--- config.mk ---
export PLATFORM = sky130hd
export DESIGN_NAME = sar_adc_serial_command_port
export DESIGN_NICKNAME = d
export VERILOG_FILES = /design/src/hw/adc_port_pkg.sv /design/src/hw/conv_if.sv /design/src/hw/chan_decode.sv /design/src/hw/result_shifter.sv /design/src/hw/sar_adc_serial_command_port.sv
export SDC_FILE = /design/constraint.sdc
export NUM_CORES = 1
export LEC_CHECK = 0
export BUFFER_PORTS_ARGS = -buffer_cell sky130_fd_sc_hd__clkbuf_2
export CORE_AREA = 8 8 75 77
export CTS_CLUSTER_SIZE = 20
export DETAILED_ROUTE_END_ITERATION = 8
export DIE_AREA = 0 0 83 85
export GPL_TIMING_DRIVEN = 1
export MAX_ROUTING_LAYER = met4
export PLACE_DENSITY = 0.71
export SYNTH_ARGS = -nofsm -noshare
export SYNTH_HDL_FRONTEND = slang
export SYNTH_SLANG_ARGS = --single-unit
--- constraint.sdc ---
create_clock -name sys_clk_i -period 1.9 [get_ports sys_clk_i]
set_input_delay 0 -clock sys_clk_i [delete_from_list [all_inputs] [get_ports sys_clk_i]]
set_output_delay 0 -clock sys_clk_i [all_outputs]
set_load 0.02 [all_outputs]
--- src/hw/adc_port_pkg.sv ---
/*
 * Shared constants and types of the serial command port of the 10-bit converter.
 * Assumes the serial clock is sampled as an ordinary synchronous input.
 */
package adc_port_pkg;

   localparam int RESULT_W = 10;
   localparam int SEL_W = 3;
   localparam int CNT_W = 6;
   localparam int CODE_W = 11;

   // clock numbers counted from the start bit (start bit clock is 0)
   localparam logic [CNT_W-1:0] ACQ_START_CLK = 6'h04;
   localparam logic [CNT_W-1:0] ACQ_END_CLK = 6'h05;
   localparam logic [CNT_W-1:0] NULL_CLK = 6'h06;
   localparam logic [CNT_W-1:0] MSB_CLK = 6'h07;
   localparam logic [CNT_W-1:0] LSB_CLK = 6'h10;
   localparam logic [CNT_W-1:0] REVERSE_END_CLK = 6'h19;
   localparam logic [CNT_W-1:0] CNT_MAX = 6'h3F;
   localparam logic [CNT_W-1:0] CNT_ONE = 6'h01;

   localparam logic [RESULT_W-1:0] CODE_ZERO = 10'h000;
   localparam logic [RESULT_W-1:0] CODE_FULL = 10'h3FF;
   localparam logic [SEL_W-1:0] SEL_ZERO = 3'h0;

   typedef enum logic [4:0] {
      LOCKOUT = 5'h01,
      STANDBY = 5'h02,
      WAIT_START = 5'h04,
      COMMAND = 5'h08,
      OUTPUT = 5'h10
   } port_state_type;

endpackage

--- src/hw/conv_if.sv ---
/*
 * Carrier between the port controller, the channel decoder and the output shifter.
 * Assumes all three sit on the one system clock.
 */
`timescale 1ns/10ps
`default_nettype none

interface conv_if;
   logic diff_mode;
   logic [adc_port_pkg::SEL_W-1:0] chan_sel;
   logic [adc_port_pkg::SEL_W-1:0] pos_input;
   logic [adc_port_pkg::SEL_W-1:0] neg_input;
   logic [adc_port_pkg::RESULT_W-1:0] result;
   logic [adc_port_pkg::CNT_W-1:0] clk_idx;
   logic out_bit;

   modport ctrl (output diff_mode, output chan_sel, output result, output clk_idx,
                 input pos_input, input neg_input, input out_bit);
   modport decode (input diff_mode, input chan_sel, output pos_input, output neg_input);
   modport shift (input result, input clk_idx, output out_bit);
endinterface

`default_nettype wire

--- src/hw/chan_decode.sv ---
/*
 * Turns the mode bit and three select bits into positive and negative input numbers.
 * Assumes the select bits are stable while the controller samples the outputs.
 */
`timescale 1ns/10ps
`default_nettype none

module chan_decode #(
   parameter bit FOUR_INPUTS = 1'b0
) (
   conv_if.decode bus
);

   logic [adc_port_pkg::SEL_W-1:0] sel;

   always_comb begin
      sel = bus.chan_sel;
      if (FOUR_INPUTS) begin
         sel[2] = 1'b0;
      end
      if (bus.diff_mode) begin
         bus.pos_input = {sel[2:1], sel[0]};
         bus.neg_input = {sel[2:1], ~sel[0]};
      end else begin
         bus.pos_input = sel;
         bus.neg_input = adc_port_pkg::SEL_ZERO;
      end
   end

endmodule // chan_decode

`default_nettype wire

--- src/hw/result_shifter.sv ---
/*
 * Picks the serial output bit for a given clock number after the start bit.
 * Assumes the result is frozen once acquisition has ended.
 */
`timescale 1ns/10ps
`default_nettype none

module result_shifter (
   conv_if.shift bus
);

   logic [adc_port_pkg::CNT_W-1:0] ofs;

   always_comb begin
      ofs = '0;
      bus.out_bit = 1'b0;
      if (bus.clk_idx >= adc_port_pkg::MSB_CLK && bus.clk_idx <= adc_port_pkg::LSB_CLK) begin
         ofs = adc_port_pkg::LSB_CLK - bus.clk_idx;
         bus.out_bit = bus.result[ofs[3:0]];
      end else if (bus.clk_idx > adc_port_pkg::LSB_CLK && bus.clk_idx <= adc_port_pkg::REVERSE_END_CLK) begin
         // lsb is shared with the msb-first copy, so the reverse copy resumes at bit 1
         ofs = bus.clk_idx - adc_port_pkg::LSB_CLK;
         bus.out_bit = bus.result[ofs[3:0]];
      end
   end

endmodule // result_shifter

`default_nettype wire

--- src/hw/sar_adc_serial_command_port.sv ---
/*
 * Serial command and result port of a 10-bit successive-approximation converter.
 * Assumes serial clock, chip select and data in are synchronous to sys_clk_i and
 * that each serial clock phase spans at least two system clocks.
 */
// Operation
// - a transaction begins only when the select input is low
// - select high aborts conversion and enters standby
// - select low at power-up: ignore traffic until raised and lowered
// - first rising clock with data in high is the start bit
// - leading zeros before the start bit are ignored
// - bit after start: 1 single-ended, 0 pseudo-differential
// - three select bits follow, most significant first, and are latched
// - single-ended converts the input numbered by the select bits
// - differential: upper bits pick pair, last bit picks positive input
// - four-input variant ignores the top select bit
// - acquisition starts on the fourth rising edge after start
// - acquisition ends on the falling edge of the fifth clock
// - one extra clock ends acquisition; data in ignored then
// - next falling edge drives a low null bit
// - next ten clocks give the result msb first
// - output changes only on falling serial clock edges
// - further clocks repeat the result lsb first
// - afterwards zeros for as long as select stays low
// - differential result saturates to 000h and 3FFh
`timescale 1ns/10ps
`default_nettype none

module sar_adc_serial_command_port #(
   parameter bit FOUR_INPUTS = 1'b0
) (
   input wire logic sys_clk_i,
   input wire logic reset_i,
   input wire logic serial_clk_i,
   input wire logic select_and_sleep_n_i,
   input wire logic serial_data_i,
   input wire logic signed [adc_port_pkg::CODE_W-1:0] sample_code_i,
   output logic serial_data_o,
   output logic serial_data_oe_o,
   output logic standby_o,
   output logic acquire_o,
   output logic input_mode_bit_o,
   output logic [adc_port_pkg::SEL_W-1:0] pos_input_o,
   output logic [adc_port_pkg::SEL_W-1:0] neg_input_o,
   output logic [adc_port_pkg::RESULT_W-1:0] result_o
);

   conv_if link ();

   adc_port_pkg::port_state_type state_reg;
   logic sclk_prev_reg;
   logic [adc_port_pkg::CNT_W-1:0] clk_cnt_reg;
   logic [adc_port_pkg::SEL_W-1:0] chan_sel_reg;
   logic mode_reg;
   logic [adc_port_pkg::RESULT_W-1:0] result_reg;
   logic rise;
   logic fall;
   logic select_n;

   // the analog side may hand in a code beyond the range; the port clamps it
   function automatic logic [adc_port_pkg::RESULT_W-1:0] saturate(
      input logic signed [adc_port_pkg::CODE_W-1:0] code
   );
      logic [adc_port_pkg::RESULT_W-1:0] r;
      r = code[adc_port_pkg::RESULT_W-1:0];
      if (code[adc_port_pkg::CODE_W-1]) begin
         r = adc_port_pkg::CODE_ZERO;
      end else if (code > $signed({1'b0, adc_port_pkg::CODE_FULL})) begin
         r = adc_port_pkg::CODE_FULL;
      end
      return r;
   endfunction

   assign rise = serial_clk_i & ~sclk_prev_reg;
   assign fall = ~serial_clk_i & sclk_prev_reg;
   assign select_n = select_and_sleep_n_i;

   assign link.diff_mode = ~mode_reg;
   assign link.chan_sel = chan_sel_reg;
   assign link.result = result_reg;
   assign link.clk_idx = clk_cnt_reg;

   chan_decode #(
      .FOUR_INPUTS(FOUR_INPUTS)
   ) u_decode (
      .bus(link)
   );

   result_shifter u_shift (
      .bus(link)
   );

   always_ff @(posedge sys_clk_i) begin
      if (reset_i) begin
         sclk_prev_reg <= 1'b0;
      end else begin
         sclk_prev_reg <= serial_clk_i;
      end
   end

   always_ff @(posedge sys_clk_i) begin
      if (reset_i) begin
         state_reg <= adc_port_pkg::LOCKOUT;
      end else if (select_n) begin
         state_reg <= adc_port_pkg::STANDBY;
      end else begin
         case (state_reg)
            adc_port_pkg::LOCKOUT: begin
               state_reg <= adc_port_pkg::LOCKOUT;
            end
            adc_port_pkg::STANDBY: begin
               state_reg <= adc_port_pkg::WAIT_START;
            end
            adc_port_pkg::WAIT_START: begin
               if (rise && serial_data_i) begin
                  state_reg <= adc_port_pkg::COMMAND;
               end
            end
            adc_port_pkg::COMMAND: begin
               if (fall && clk_cnt_reg == adc_port_pkg::ACQ_END_CLK) begin
                  state_reg <= adc_port_pkg::OUTPUT;
               end
            end
            adc_port_pkg::OUTPUT: begin
               state_reg <= adc_port_pkg::OUTPUT;
            end
            default: begin
               state_reg <= adc_port_pkg::STANDBY;
            end
         endcase
      end
   end

   // clock number since the start bit, held at its top value
   always_ff @(posedge sys_clk_i) begin
      if (reset_i || select_n || state_reg == adc_port_pkg::WAIT_START) begin
         clk_cnt_reg <= '0;
      end else if (rise && clk_cnt_reg != adc_port_pkg::CNT_MAX &&
                   (state_reg == adc_port_pkg::COMMAND || state_reg == adc_port_pkg::OUTPUT)) begin
         clk_cnt_reg <= clk_cnt_reg + adc_port_pkg::CNT_ONE;
      end
   end

   // command bits arrive on rising edges 1 to 4 after the start bit
   always_ff @(posedge sys_clk_i) begin
      if (reset_i) begin
         mode_reg <= 1'b1;
         chan_sel_reg <= adc_port_pkg::SEL_ZERO;
      end else if (state_reg == adc_port_pkg::COMMAND && rise &&
                   clk_cnt_reg < adc_port_pkg::ACQ_START_CLK) begin
         if (clk_cnt_reg == '0) begin
            mode_reg <= serial_data_i;
         end else begin
            chan_sel_reg <= {chan_sel_reg[1:0], serial_data_i};
         end
      end
   end

   always_ff @(posedge sys_clk_i) begin
      if (reset_i) begin
         input_mode_bit_o <= 1'b1;
         pos_input_o <= adc_port_pkg::SEL_ZERO;
         neg_input_o <= adc_port_pkg::SEL_ZERO;
      end else begin
         input_mode_bit_o <= mode_reg;
         pos_input_o <= link.pos_input;
         neg_input_o <= link.neg_input;
      end
   end

   // sample window: rising edge of clock 4 to falling edge of clock 5
   always_ff @(posedge sys_clk_i) begin
      if (reset_i || select_n) begin
         acquire_o <= 1'b0;
      end else if (state_reg == adc_port_pkg::COMMAND && rise &&
                   clk_cnt_reg == adc_port_pkg::ACQ_START_CLK - adc_port_pkg::CNT_ONE) begin
         acquire_o <= 1'b1;
      end else if (fall && clk_cnt_reg == adc_port_pkg::ACQ_END_CLK) begin
         acquire_o <= 1'b0;
      end
   end

   always_ff @(posedge sys_clk_i) begin
      if (reset_i) begin
         result_reg <= adc_port_pkg::CODE_ZERO;
      end else if (state_reg == adc_port_pkg::COMMAND && fall &&
                   clk_cnt_reg == adc_port_pkg::ACQ_END_CLK) begin
         result_reg <= saturate(sample_code_i);
      end
   end

   always_ff @(posedge sys_clk_i) begin
      if (reset_i) begin
         result_o <= adc_port_pkg::CODE_ZERO;
      end else begin
         result_o <= result_reg;
      end
   end

   always_ff @(posedge sys_clk_i) begin
      if (reset_i || select_n) begin
         serial_data_oe_o <= 1'b0;
         serial_data_o <= 1'b0;
      end else if (state_reg == adc_port_pkg::OUTPUT && fall &&
                   clk_cnt_reg >= adc_port_pkg::NULL_CLK) begin
         serial_data_oe_o <= 1'b1;
         serial_data_o <= link.out_bit;
      end
   end

   always_ff @(posedge sys_clk_i) begin
      if (reset_i) begin
         standby_o <= 1'b1;
      end else begin
         standby_o <= state_reg == adc_port_pkg::STANDBY || state_reg == adc_port_pkg::LOCKOUT;
      end
   end

endmodule // sar_adc_serial_command_port

`default_nettype wire

=== Word-level counts from Yosys, hierarchy flattened ===
Index checks and enable logic that the tools add are counted.

* Reduce and logical (&&, ||, !) cells: 25
* Equal/unequal tests: 12
* Magnitude comparators: 9
* Bitwise gates (word level): 6
* Add/subtract/negate cells: 3
* Muxes and demuxes: 14

{| class="wikitable"
|+ Operators with widths
! cell !! number
|-
| $pmux 5 s5 || 1
|-
| $mux 10 || 2
|-
| $logic_and 1x1->1 || 13
|-
| $ge 6x3->1 const B || 2
|-
| $le 6x5->1 const B || 2
|-
| $gt 11x11->1 const B || 1
|-
| $lt 4x5->1 const B || 2
|-
| $mux 5 || 2
|-
| $bmux 1 s4 || 2
|-
| $reduce_and 2->1 || 4
|-
| $add 6x1->6 const B || 1
|-
| $eq 6x2->1 const B || 1
|-
| $eq 6x3->1 const B || 1
|-
| $gt 6x5->1 const B || 1
|-
| $logic_not 6->1 || 1
|-
| $lt 6x3->1 const B || 1
|-
| $mux 1 || 6
|-
| $ne 3x3->1 const B || 2
|-
| $ne 6x6->1 const B || 1
|-
| $eq 5x1->1 const B || 1
|-
| $eq 5x2->1 const B || 1
|-
| $eq 5x3->1 const B || 1
|-
| $eq 5x4->1 const B || 1
|-
| $eq 5x5->1 const B || 1
|-
| 9 further kinds || 18
|}

* Flip-flop bits (word level): 47
* Bits of input ports: 16
* Output and inout port bits: 21
* Logic and storage cells: 84

=== Depth between registers and ports, before layout ===
Gate-level depths: netlist of the first run.

* Depth in word-level cells: 6
* Mapped depth: 8

=== Hierarchy ===
From an unflattened synthesis of the first run, not the netlist that was laid out.

* Cell total of the unflattened synthesis: 239
* Area, all modules: 2185.8 um2

{| class="wikitable"
|+ Modules (own cells, without submodules)
! module !! cells an instance !! instances !! area an instance (um2)
|-
| sar_adc_serial_command_port || 199 || 1 || 1843.0
|-
| result_shifter || 34 || 1 || 294.0
|-
| chan_decode || 6 || 1 || 48.8
|}

=== Least setup slack after synthesis of the first run ===
Ideal clock, no wire load.

* Path type: register to register
* From: register clk_cnt_reg[0] in the netlist's numbering
* To: register chan_sel_reg[1] in the netlist's numbering
* Path buffers: 1
* Arrival time: 1.811 ns
* Setup slack: -0.040 ns
* Cell stages (with the launch flop): 9
* Library setup time: 0.129 ns
* Clock period less this slack: 1.940 ns
* Data required time: 1.771 ns
* Cells stage by stage: dfxtp_1 > buf_2 > inv_1 > ha_1 > or3b_4 > or3_4 > nand2_4 > mux2i_1 > nor2_1

* Cells in the longest elaborated chain, start to end: 3
* Elaborated cells on any way between the ends: 5

{| class="wikitable"
|+ Ends and longest elaborated chain
! item !! line !! text
|-
| from (decl) || sar_adc_serial_command_port.sv:52 || <nowiki>logic [adc_port_pkg::CNT_W-1:0] clk_cnt_reg;</nowiki>
|-
| from (signal assigned) || sar_adc_serial_command_port.sv:140 || <nowiki>clk_cnt_reg <= clk_cnt_reg + adc_port_pkg::CNT_ONE;</nowiki>
|-
| $lt 6x3->1 or $logic_not 6->1 (tied branches) || sar_adc_serial_command_port.sv:150, sar_adc_serial_command_port.sv:151 ||
|-
| $logic_and 1x1->1 or $not 1->1 (tied branches) || n/a ||
|-
| $reduce_and 2->1 (no source line) (*) || n/a ||
|-
| to (signal assigned) || sar_adc_serial_command_port.sv:148 || <nowiki>chan_sel_reg <= adc_port_pkg::SEL_ZERO;</nowiki>
|-
| to (signal assigned) || sar_adc_serial_command_port.sv:154 || <nowiki>chan_sel_reg <= {chan_sel_reg[1:0], serial_data_i};</nowiki>
|-
| to (decl) || sar_adc_serial_command_port.sv:53 || <nowiki>logic [adc_port_pkg::SEL_W-1:0] chan_sel_reg;</nowiki>
|}

Mark *: on every way between the ends. The rest lies on a longest branch, timed or not.
A chain may end at the register's enable or synchronous reset.

=== Worst setup path after layout of the first run ===
* From: register clk_cnt_reg[1] in the netlist's numbering
* To: register chan_sel_reg[2] in the netlist's numbering

The elaborated chain is that of the path after synthesis.

==> results of run 1 <==
==> cell families after synthesis <==
kind of cell | share of synthesized area (%)
buf+inv | 4.46
fa+ha+maj | 2.45
compound gates | 11.7
xor+xnor | 3.85
simple gates | 25.8
flops | 46.0
mux | 5.81
==> critical path, stage by stage, from the launching register on <==
cell and delay [ps]:
dfxtp_1 320, inv_2 90, ha_2 190, or3b_4 400
or3_4 350, nand2_4 80, mux2i_1 200, nor2_1 50
==> stage by stage <==
stage | instance area, um^2 | hold WS (ps) | setup slack, ps
floorplan | 2050 | 79.3 | 3.07
CTS | 2530 | 60.7 | 41.4
finish | 2540 | 63.2 | 96.4
detailed placement | 2320 | 216 | 84.8
global placement | 2320 | 218 | 161
global route | 2540 | 76.7 | 3.76
==> final cells by class <==
cell class,instances,area (um^2),share of cell area [%]
Multi-Input combinational cell,155,1020,40.0
Sequential cell,47,943,37.2
Clock buffer,7,76.3,3.01
Clock inverter,1,5.00,0.197
Inverter,8,30.0,1.18
Tap cell,54,67.6,2.66
Timing Repair Buffer,61,400,15.8
==> power by group through the flow <==
stage               Clock, mW  Sequential [mW]  Combinational (mW)
floorplan                   0             1.03              0.0461
global route            0.629             1.01               0.117
CTS                     0.586             1.00               0.107
detailed placement          0             1.03              0.0860
global placement            0             1.03              0.0846
finish                  0.568             1.00               0.107
==> cells in the mapped netlist (2+ instances only) <==
library cell	count	area, um^2
mux4_2	3	67.6
ha_1	4	50.1
clkbuf_1	4	15.0
nand4_1	2	12.5
nand3_1	18	90.1
xor2_1	6	52.6
nand2_1	21	78.8
xnor2_1	3	26.3
a31oi_1	2	12.5
mux2i_1	4	40.0
a21boi_1	2	15.0
buf_6	2	22.5
o21ai_0	13	65.1
dfxtp_1	47	941
a21oi_1	5	25.0
nor2b_1	16	100
buf_2	4	20.0
inv_1	7	26.3
nor3_1	7	35.0
nor2_1	18	67.6
==> repair_timing <==
item | 4_1_cts | 5_1_grt
hold buffers | 13 | 0
endpoints found under the hold margin | 15 | 0
buffers inserted | 0 | 0
resized for setup | 0 | 4
endpoints found under the setup margin | 0 | 3
==> layer usage <==
layer	wire, um	share of wire (%)	vias up	global-route usage [%]
met2	2240	48	40	21.7
li1	-	-	883	-
met4	40	0.87	0	3.67
met3	228	4.9	6	5.08
met5	0	0	-	-
met1	2110	46	792	15.6
==> worst max-delay path by stage <==
stage                        start              end  slack (ps)  cells past startpoint
floorplan           clk_cnt_reg[0]  chan_sel_reg[1]           3                      8
global placement    clk_cnt_reg[1]  chan_sel_reg[1]         160                      7
detailed placement  clk_cnt_reg[1]  chan_sel_reg[1]          80                      7
CTS                 clk_cnt_reg[1]  chan_sel_reg[2]          40                      7
global route        clk_cnt_reg[1]  chan_sel_reg[2]           4                      7
finish              clk_cnt_reg[1]  chan_sel_reg[2]         100                      7
==> impl_metrics.yaml, run 1 <==
setup_path:
  r2r_slack_ps: 100
  critical_path_required_ps: 2090
  crit_fanout: 4
  r2r_start: "clk_cnt_reg[1]"
  crit_path_end_kind: "flip-flop"
  arrival_ps: 1990
  worstSetupPathType: "reg2reg"
  r2r-end: "chan_sel_reg[2]"
  startpoint_type: "flip-flop"
  ff2ff_path_depth: 7
synth:
  syn_inst: 221
  synthDistinctLibCells: 53
  async_flop_share_pct: 0
  yosysWarnings: 0
  ys.flop_type: "dfxtp_1"
  synth_edf_count: 0
  synth.avg_cell_area_um2: 9.26
  synth_area_um2: 2050
  yosysSeqAreaShare_pct: 46.0
  synth_nets: 241
  ys_ff_latch: 47
timing:
  relSlewSlack_pct: 59.3
  period_share_pct: 94.9
  report.final.slew_viol_count: 0
  tightest_slew_ps: 608
  rsz0062_at_grt: "false"
  final_hold_viol_count: 0
  setup_viol: 0
  tns_ps: 0
  fin_skew_ps: 6.78
  finalCriticalPeriod_ps: 1800
  clock.fmax_mhz: 554
drt:
  vias_per_cell: 5.17
  wl_per_cell_um: 13.9
  antenna_left: 0
  drt_wl_total_mm: 4.62
  first_pass_iters: 4
  drt_iter0_drc: 69
  drc: 0
  dr_total_vias: 1721
status:
  status: "complete, no violations"
global_routing:
  grt_pass1_wl_mm: 7.92
  grt_max_degree: 18
  antenna_found_initial: 0
  gr-total-overflow: 0
  grt_pass1_vias: 1791
  grtUsageTotal_pct: 13.6
finish:
  layout.nets: 298
  final_cell_mix: "dfxtp_1 (45), clkbuf_2 (36), nand2_1 (21), nor2_1 (18), nand3_1 (18)"
  area_delta_synth_final_pct: 24.1
  layout_commonest_cell: "dfxtp_1"
  drive_gt1_share_pct: 26.9
  fin_util_pct: 56.0
  n_fill_cell: 421
  fin_cells: 333
  num_antenna_cells: 0
placement:
  dp.cells: 312
  dpl.hpwl_mm: 3.38
  place.gp.congestion: 0.856
  io_buffers: 36
clocking:
  cts_tree: "yes"
  cts_made_buffers: 5
  cts_buffer_depth: 2
  root_buffer: "clkbuf_8"
  cts_max_level: 2
  path_clk_slew_ps: 80
  cts.sinks: 47
  clock_latency_ps: 300
pwr:
  vdd_drop_max_uv: 437
  cellPowerDensity_nw_per_um2: 661
  p_sw_uw: 372
  swShare_pct: 22.2
  p_total_mw: 1.68
  internal_power_mw: 1.31
  power_frac_seq_pct: 59.8
  clkPwrFrac_pct: 33.8
  combPwrFrac_pct: 6.4
  leakage_nw: 1.08
job:
  cap_viol_max_count: 0
floorplanning:
  io-pin-count: 37
  die_w_um: 83
  coreArea_um2: 4540
  dieArea_um2: 7060
  dieHeight_um: 85
  initial_core_util_pct: 45.1
  row_count: 25
hold_path:
  min_path_type: "in2reg"
  hold_depth: 2
  min_to: "result_o[8]"
  min_from: "reset_i"
No activity file was read; power rests on OpenSTA's default activity.
==> run 2: changes to the inputs <==
--- a/config.mk
+++ b/config.mk
@@ -6,10 +6,10 @@
 export NUM_CORES = 1
 export LEC_CHECK = 0
 export BUFFER_PORTS_ARGS = -buffer_cell sky130_fd_sc_hd__clkbuf_2
-export CORE_AREA = 8 8 75 77
+export CORE_AREA = 4 4 71 73
 export CTS_CLUSTER_SIZE = 20
 export DETAILED_ROUTE_END_ITERATION = 8
-export DIE_AREA = 0 0 83 85
+export DIE_AREA = 0 0 75 77
 export GPL_TIMING_DRIVEN = 1
 export MAX_ROUTING_LAYER = met4
 export PLACE_DENSITY = 0.71
==> impl_metrics.yaml, run 2 (synthesis gave the netlist of run 1 again) <==
clocking:
  cts_tree: "yes"
  root_buffer: "clkbuf_8"
  clock_latency_ps: 290
  path_clk_slew_ps: 90
  cts_buffer_depth: 2
  cts.sinks: 47
  cts_made_buffers: 5
  cts_max_level: 2
setup_path:
  r2r_start: "clk_cnt_reg[1]"
  worst-path-buf-inv: 1
  startpoint_type: "flip-flop"
  crit_path_end_kind: "flip-flop"
  arrival_ps: 1940
  worstPathCellList: "inv_2, ha_2, or3b_4, or3_4, nand2_4, mux2i_1, nor2_1"
  max_stage_delay_ps: 400
  critical_path_required_ps: 2080
  slowest_stage: "or3b_4"
  cp_top_family: "simple AND/OR/NAND/NOR gates"
  worstSetupPathType: "reg2reg"
  ff2ff_path_depth: 7
  r2r-end: "chan_sel_reg[2]"
  crit_fanout: 4
  r2r_slack_ps: 140
timing:
  relSlewSlack_pct: 58.7
  report.final.slew_viol_count: 0
  setup_viol: 0
  finalCriticalPeriod_ps: 1760
  clock.fmax_mhz: 568
  tightest_slew_ps: 618
  tns_ps: 0
  final_hold_viol_count: 0
  period_share_pct: 92.6
  finalWorstSetupSlack_ps: 141
  whs_ps: 56.5
  fin_skew_ps: 7.86
  rsz0062_at_grt: "false"
hold_path:
  min_from: "reset_i"
  hold_depth: 2
  min_path_type: "in2reg"
  min_to: "result_o[5]"
placement:
  dp.cells: 308
  dpl.hpwl_mm: 3.11
  io_buffers: 36
  place.gp.congestion: 0.819
  dpl_worst_slack_ps: 124
global_routing:
  antenna_found_initial: 0
  gr-total-overflow: 0
  grt_pass1_vias: 1641
  grt_max_degree: 18
  grtUsageTotal_pct: 16.9
  grt_pass1_wl_mm: 7.48
finish:
  n_fill_cell: 390
  drive_gt1_share_pct: 26.4
  multi_input_area_um2: 1020
  ff_latch_area_um2: 941
  final_cell_mix: "dfxtp_1 (47), clkbuf_2 (36), nand2_1 (21), nor2_1 (18), nand3_1 (18)"
  layout.nets: 296
  layout_commonest_cell: "dfxtp_1"
  fin_cells: 329
  num_antenna_cells: 0
  area_delta_synth_final_pct: 25.9
pwr:
  power_frac_seq_pct: 51.3
  p_total_mw: 1.95
  p_sw_uw: 381
  cellPowerDensity_nw_per_um2: 759
  combPwrFrac_pct: 5.5
  leakage_nw: 1.09
  swShare_pct: 19.5
  internal_power_mw: 1.57
  clkPwrFrac_pct: 43.2
  vdd_drop_max_uv: 424
floorplanning:
  dieArea_um2: 5780
  initial_core_util_pct: 47.0
  io-pin-count: 37
  die_w_um: 75
  row_count: 24
  dieHeight_um: 77
  coreArea_um2: 4350
drt:
  first_pass_iters: 4
  wl_per_cell_um: 13.2
  drc: 0
  drt_wl_total_mm: 4.34
  antenna_left: 0
  dr_total_vias: 1724
  drt_iter0_drc: 91
  vias_per_cell: 5.24
job:
  cap_viol_max_count: 0
status:
  status: "complete, no violations"
[run 2: cell types whose count changed in the layout (fill, tap and decap cells not counted), sizes merged]
cell,before,now
clkbuf,43,42
bufinv,0,2
buf,12,10
clkinv,1,0
[run 2: worst max path at each step]
stage / startpoint / to / slack (ps) / cells past startpoint
floorplan: clk_cnt_reg[0] / chan_sel_reg[1] / 3 / 8
global placement: clk_cnt_reg[1] / chan_sel_reg[1] / 170 / 7
detailed placement: clk_cnt_reg[1] / chan_sel_reg[2] / 120 / 7
CTS: clk_cnt_reg[1] / chan_sel_reg[2] / 100 / 7
global route: clk_cnt_reg[0] / clk_cnt_reg[3] / 20 / 7
finish: clk_cnt_reg[1] / chan_sel_reg[2] / 140 / 7
[run 2: power groups by stage]
stage / Combinational, mW / Sequential [mW] / Clock, mW
4_1_cts: 0.106 / 1.00 / 0.867
2_1_floorplan: 0.0461 / 1.03 / 0
3_5_place_dp: 0.0856 / 1.03 / 0
5_1_grt: 0.118 / 1.00 / 0.920
6_report: 0.107 / 1.00 / 0.844
3_3_place_gp: 0.0845 / 1.03 / 0
[run 2: area by class of cell]
class / instances / share of cell area [%]
clock inverter: 2 / 2.33
sequential: 47 / 36.5
timing repair buffer: 59 / 15.0
multi-input combinational: 155 / 39.7
clock buffer: 6 / 2.82
inverter: 8 / 1.17
tap: 52 / 2.53
[run 2: through the flow]
stage | utilization [%] | cell area, um^2
after floorplan | - | 2050
after global placement | 52.9 | 2300
after detailed placement | 52.9 | 2300
final | 59.2 | 2580
after global routing | 59.2 | 2580
after CTS | 59.0 | 2570
[run 2: what timing repair did]
item,4_1_cts,5_1_grt
setup buffers,0,0
hold endpoints to repair,16,0
setup endpoints to repair,0,2
gates resized for setup,0,3
hold buffers,13,0
[run 2: routing by layer]
| metal | GRT usage [%] | routed length (um) | part of all wire, % |
|---|---|---|---|
| met5 | - | 0 | 0 |
| met4 | 6.05 | 79 | 1.8 |
| met3 | 4.05 | 203 | 4.7 |
| met2 | 26.2 | 2100 | 48 |
| met1 | 21.3 | 1970 | 45 |
[run 2: worst reg2reg max path, cell delays in order (launching register included)]
cell	delay [ps]
dfxtp_1	330
inv_2	80
ha_2	180
or3b_4	400
or3_4	360
nand2_4	80
mux2i_1	180
nor2_1	50
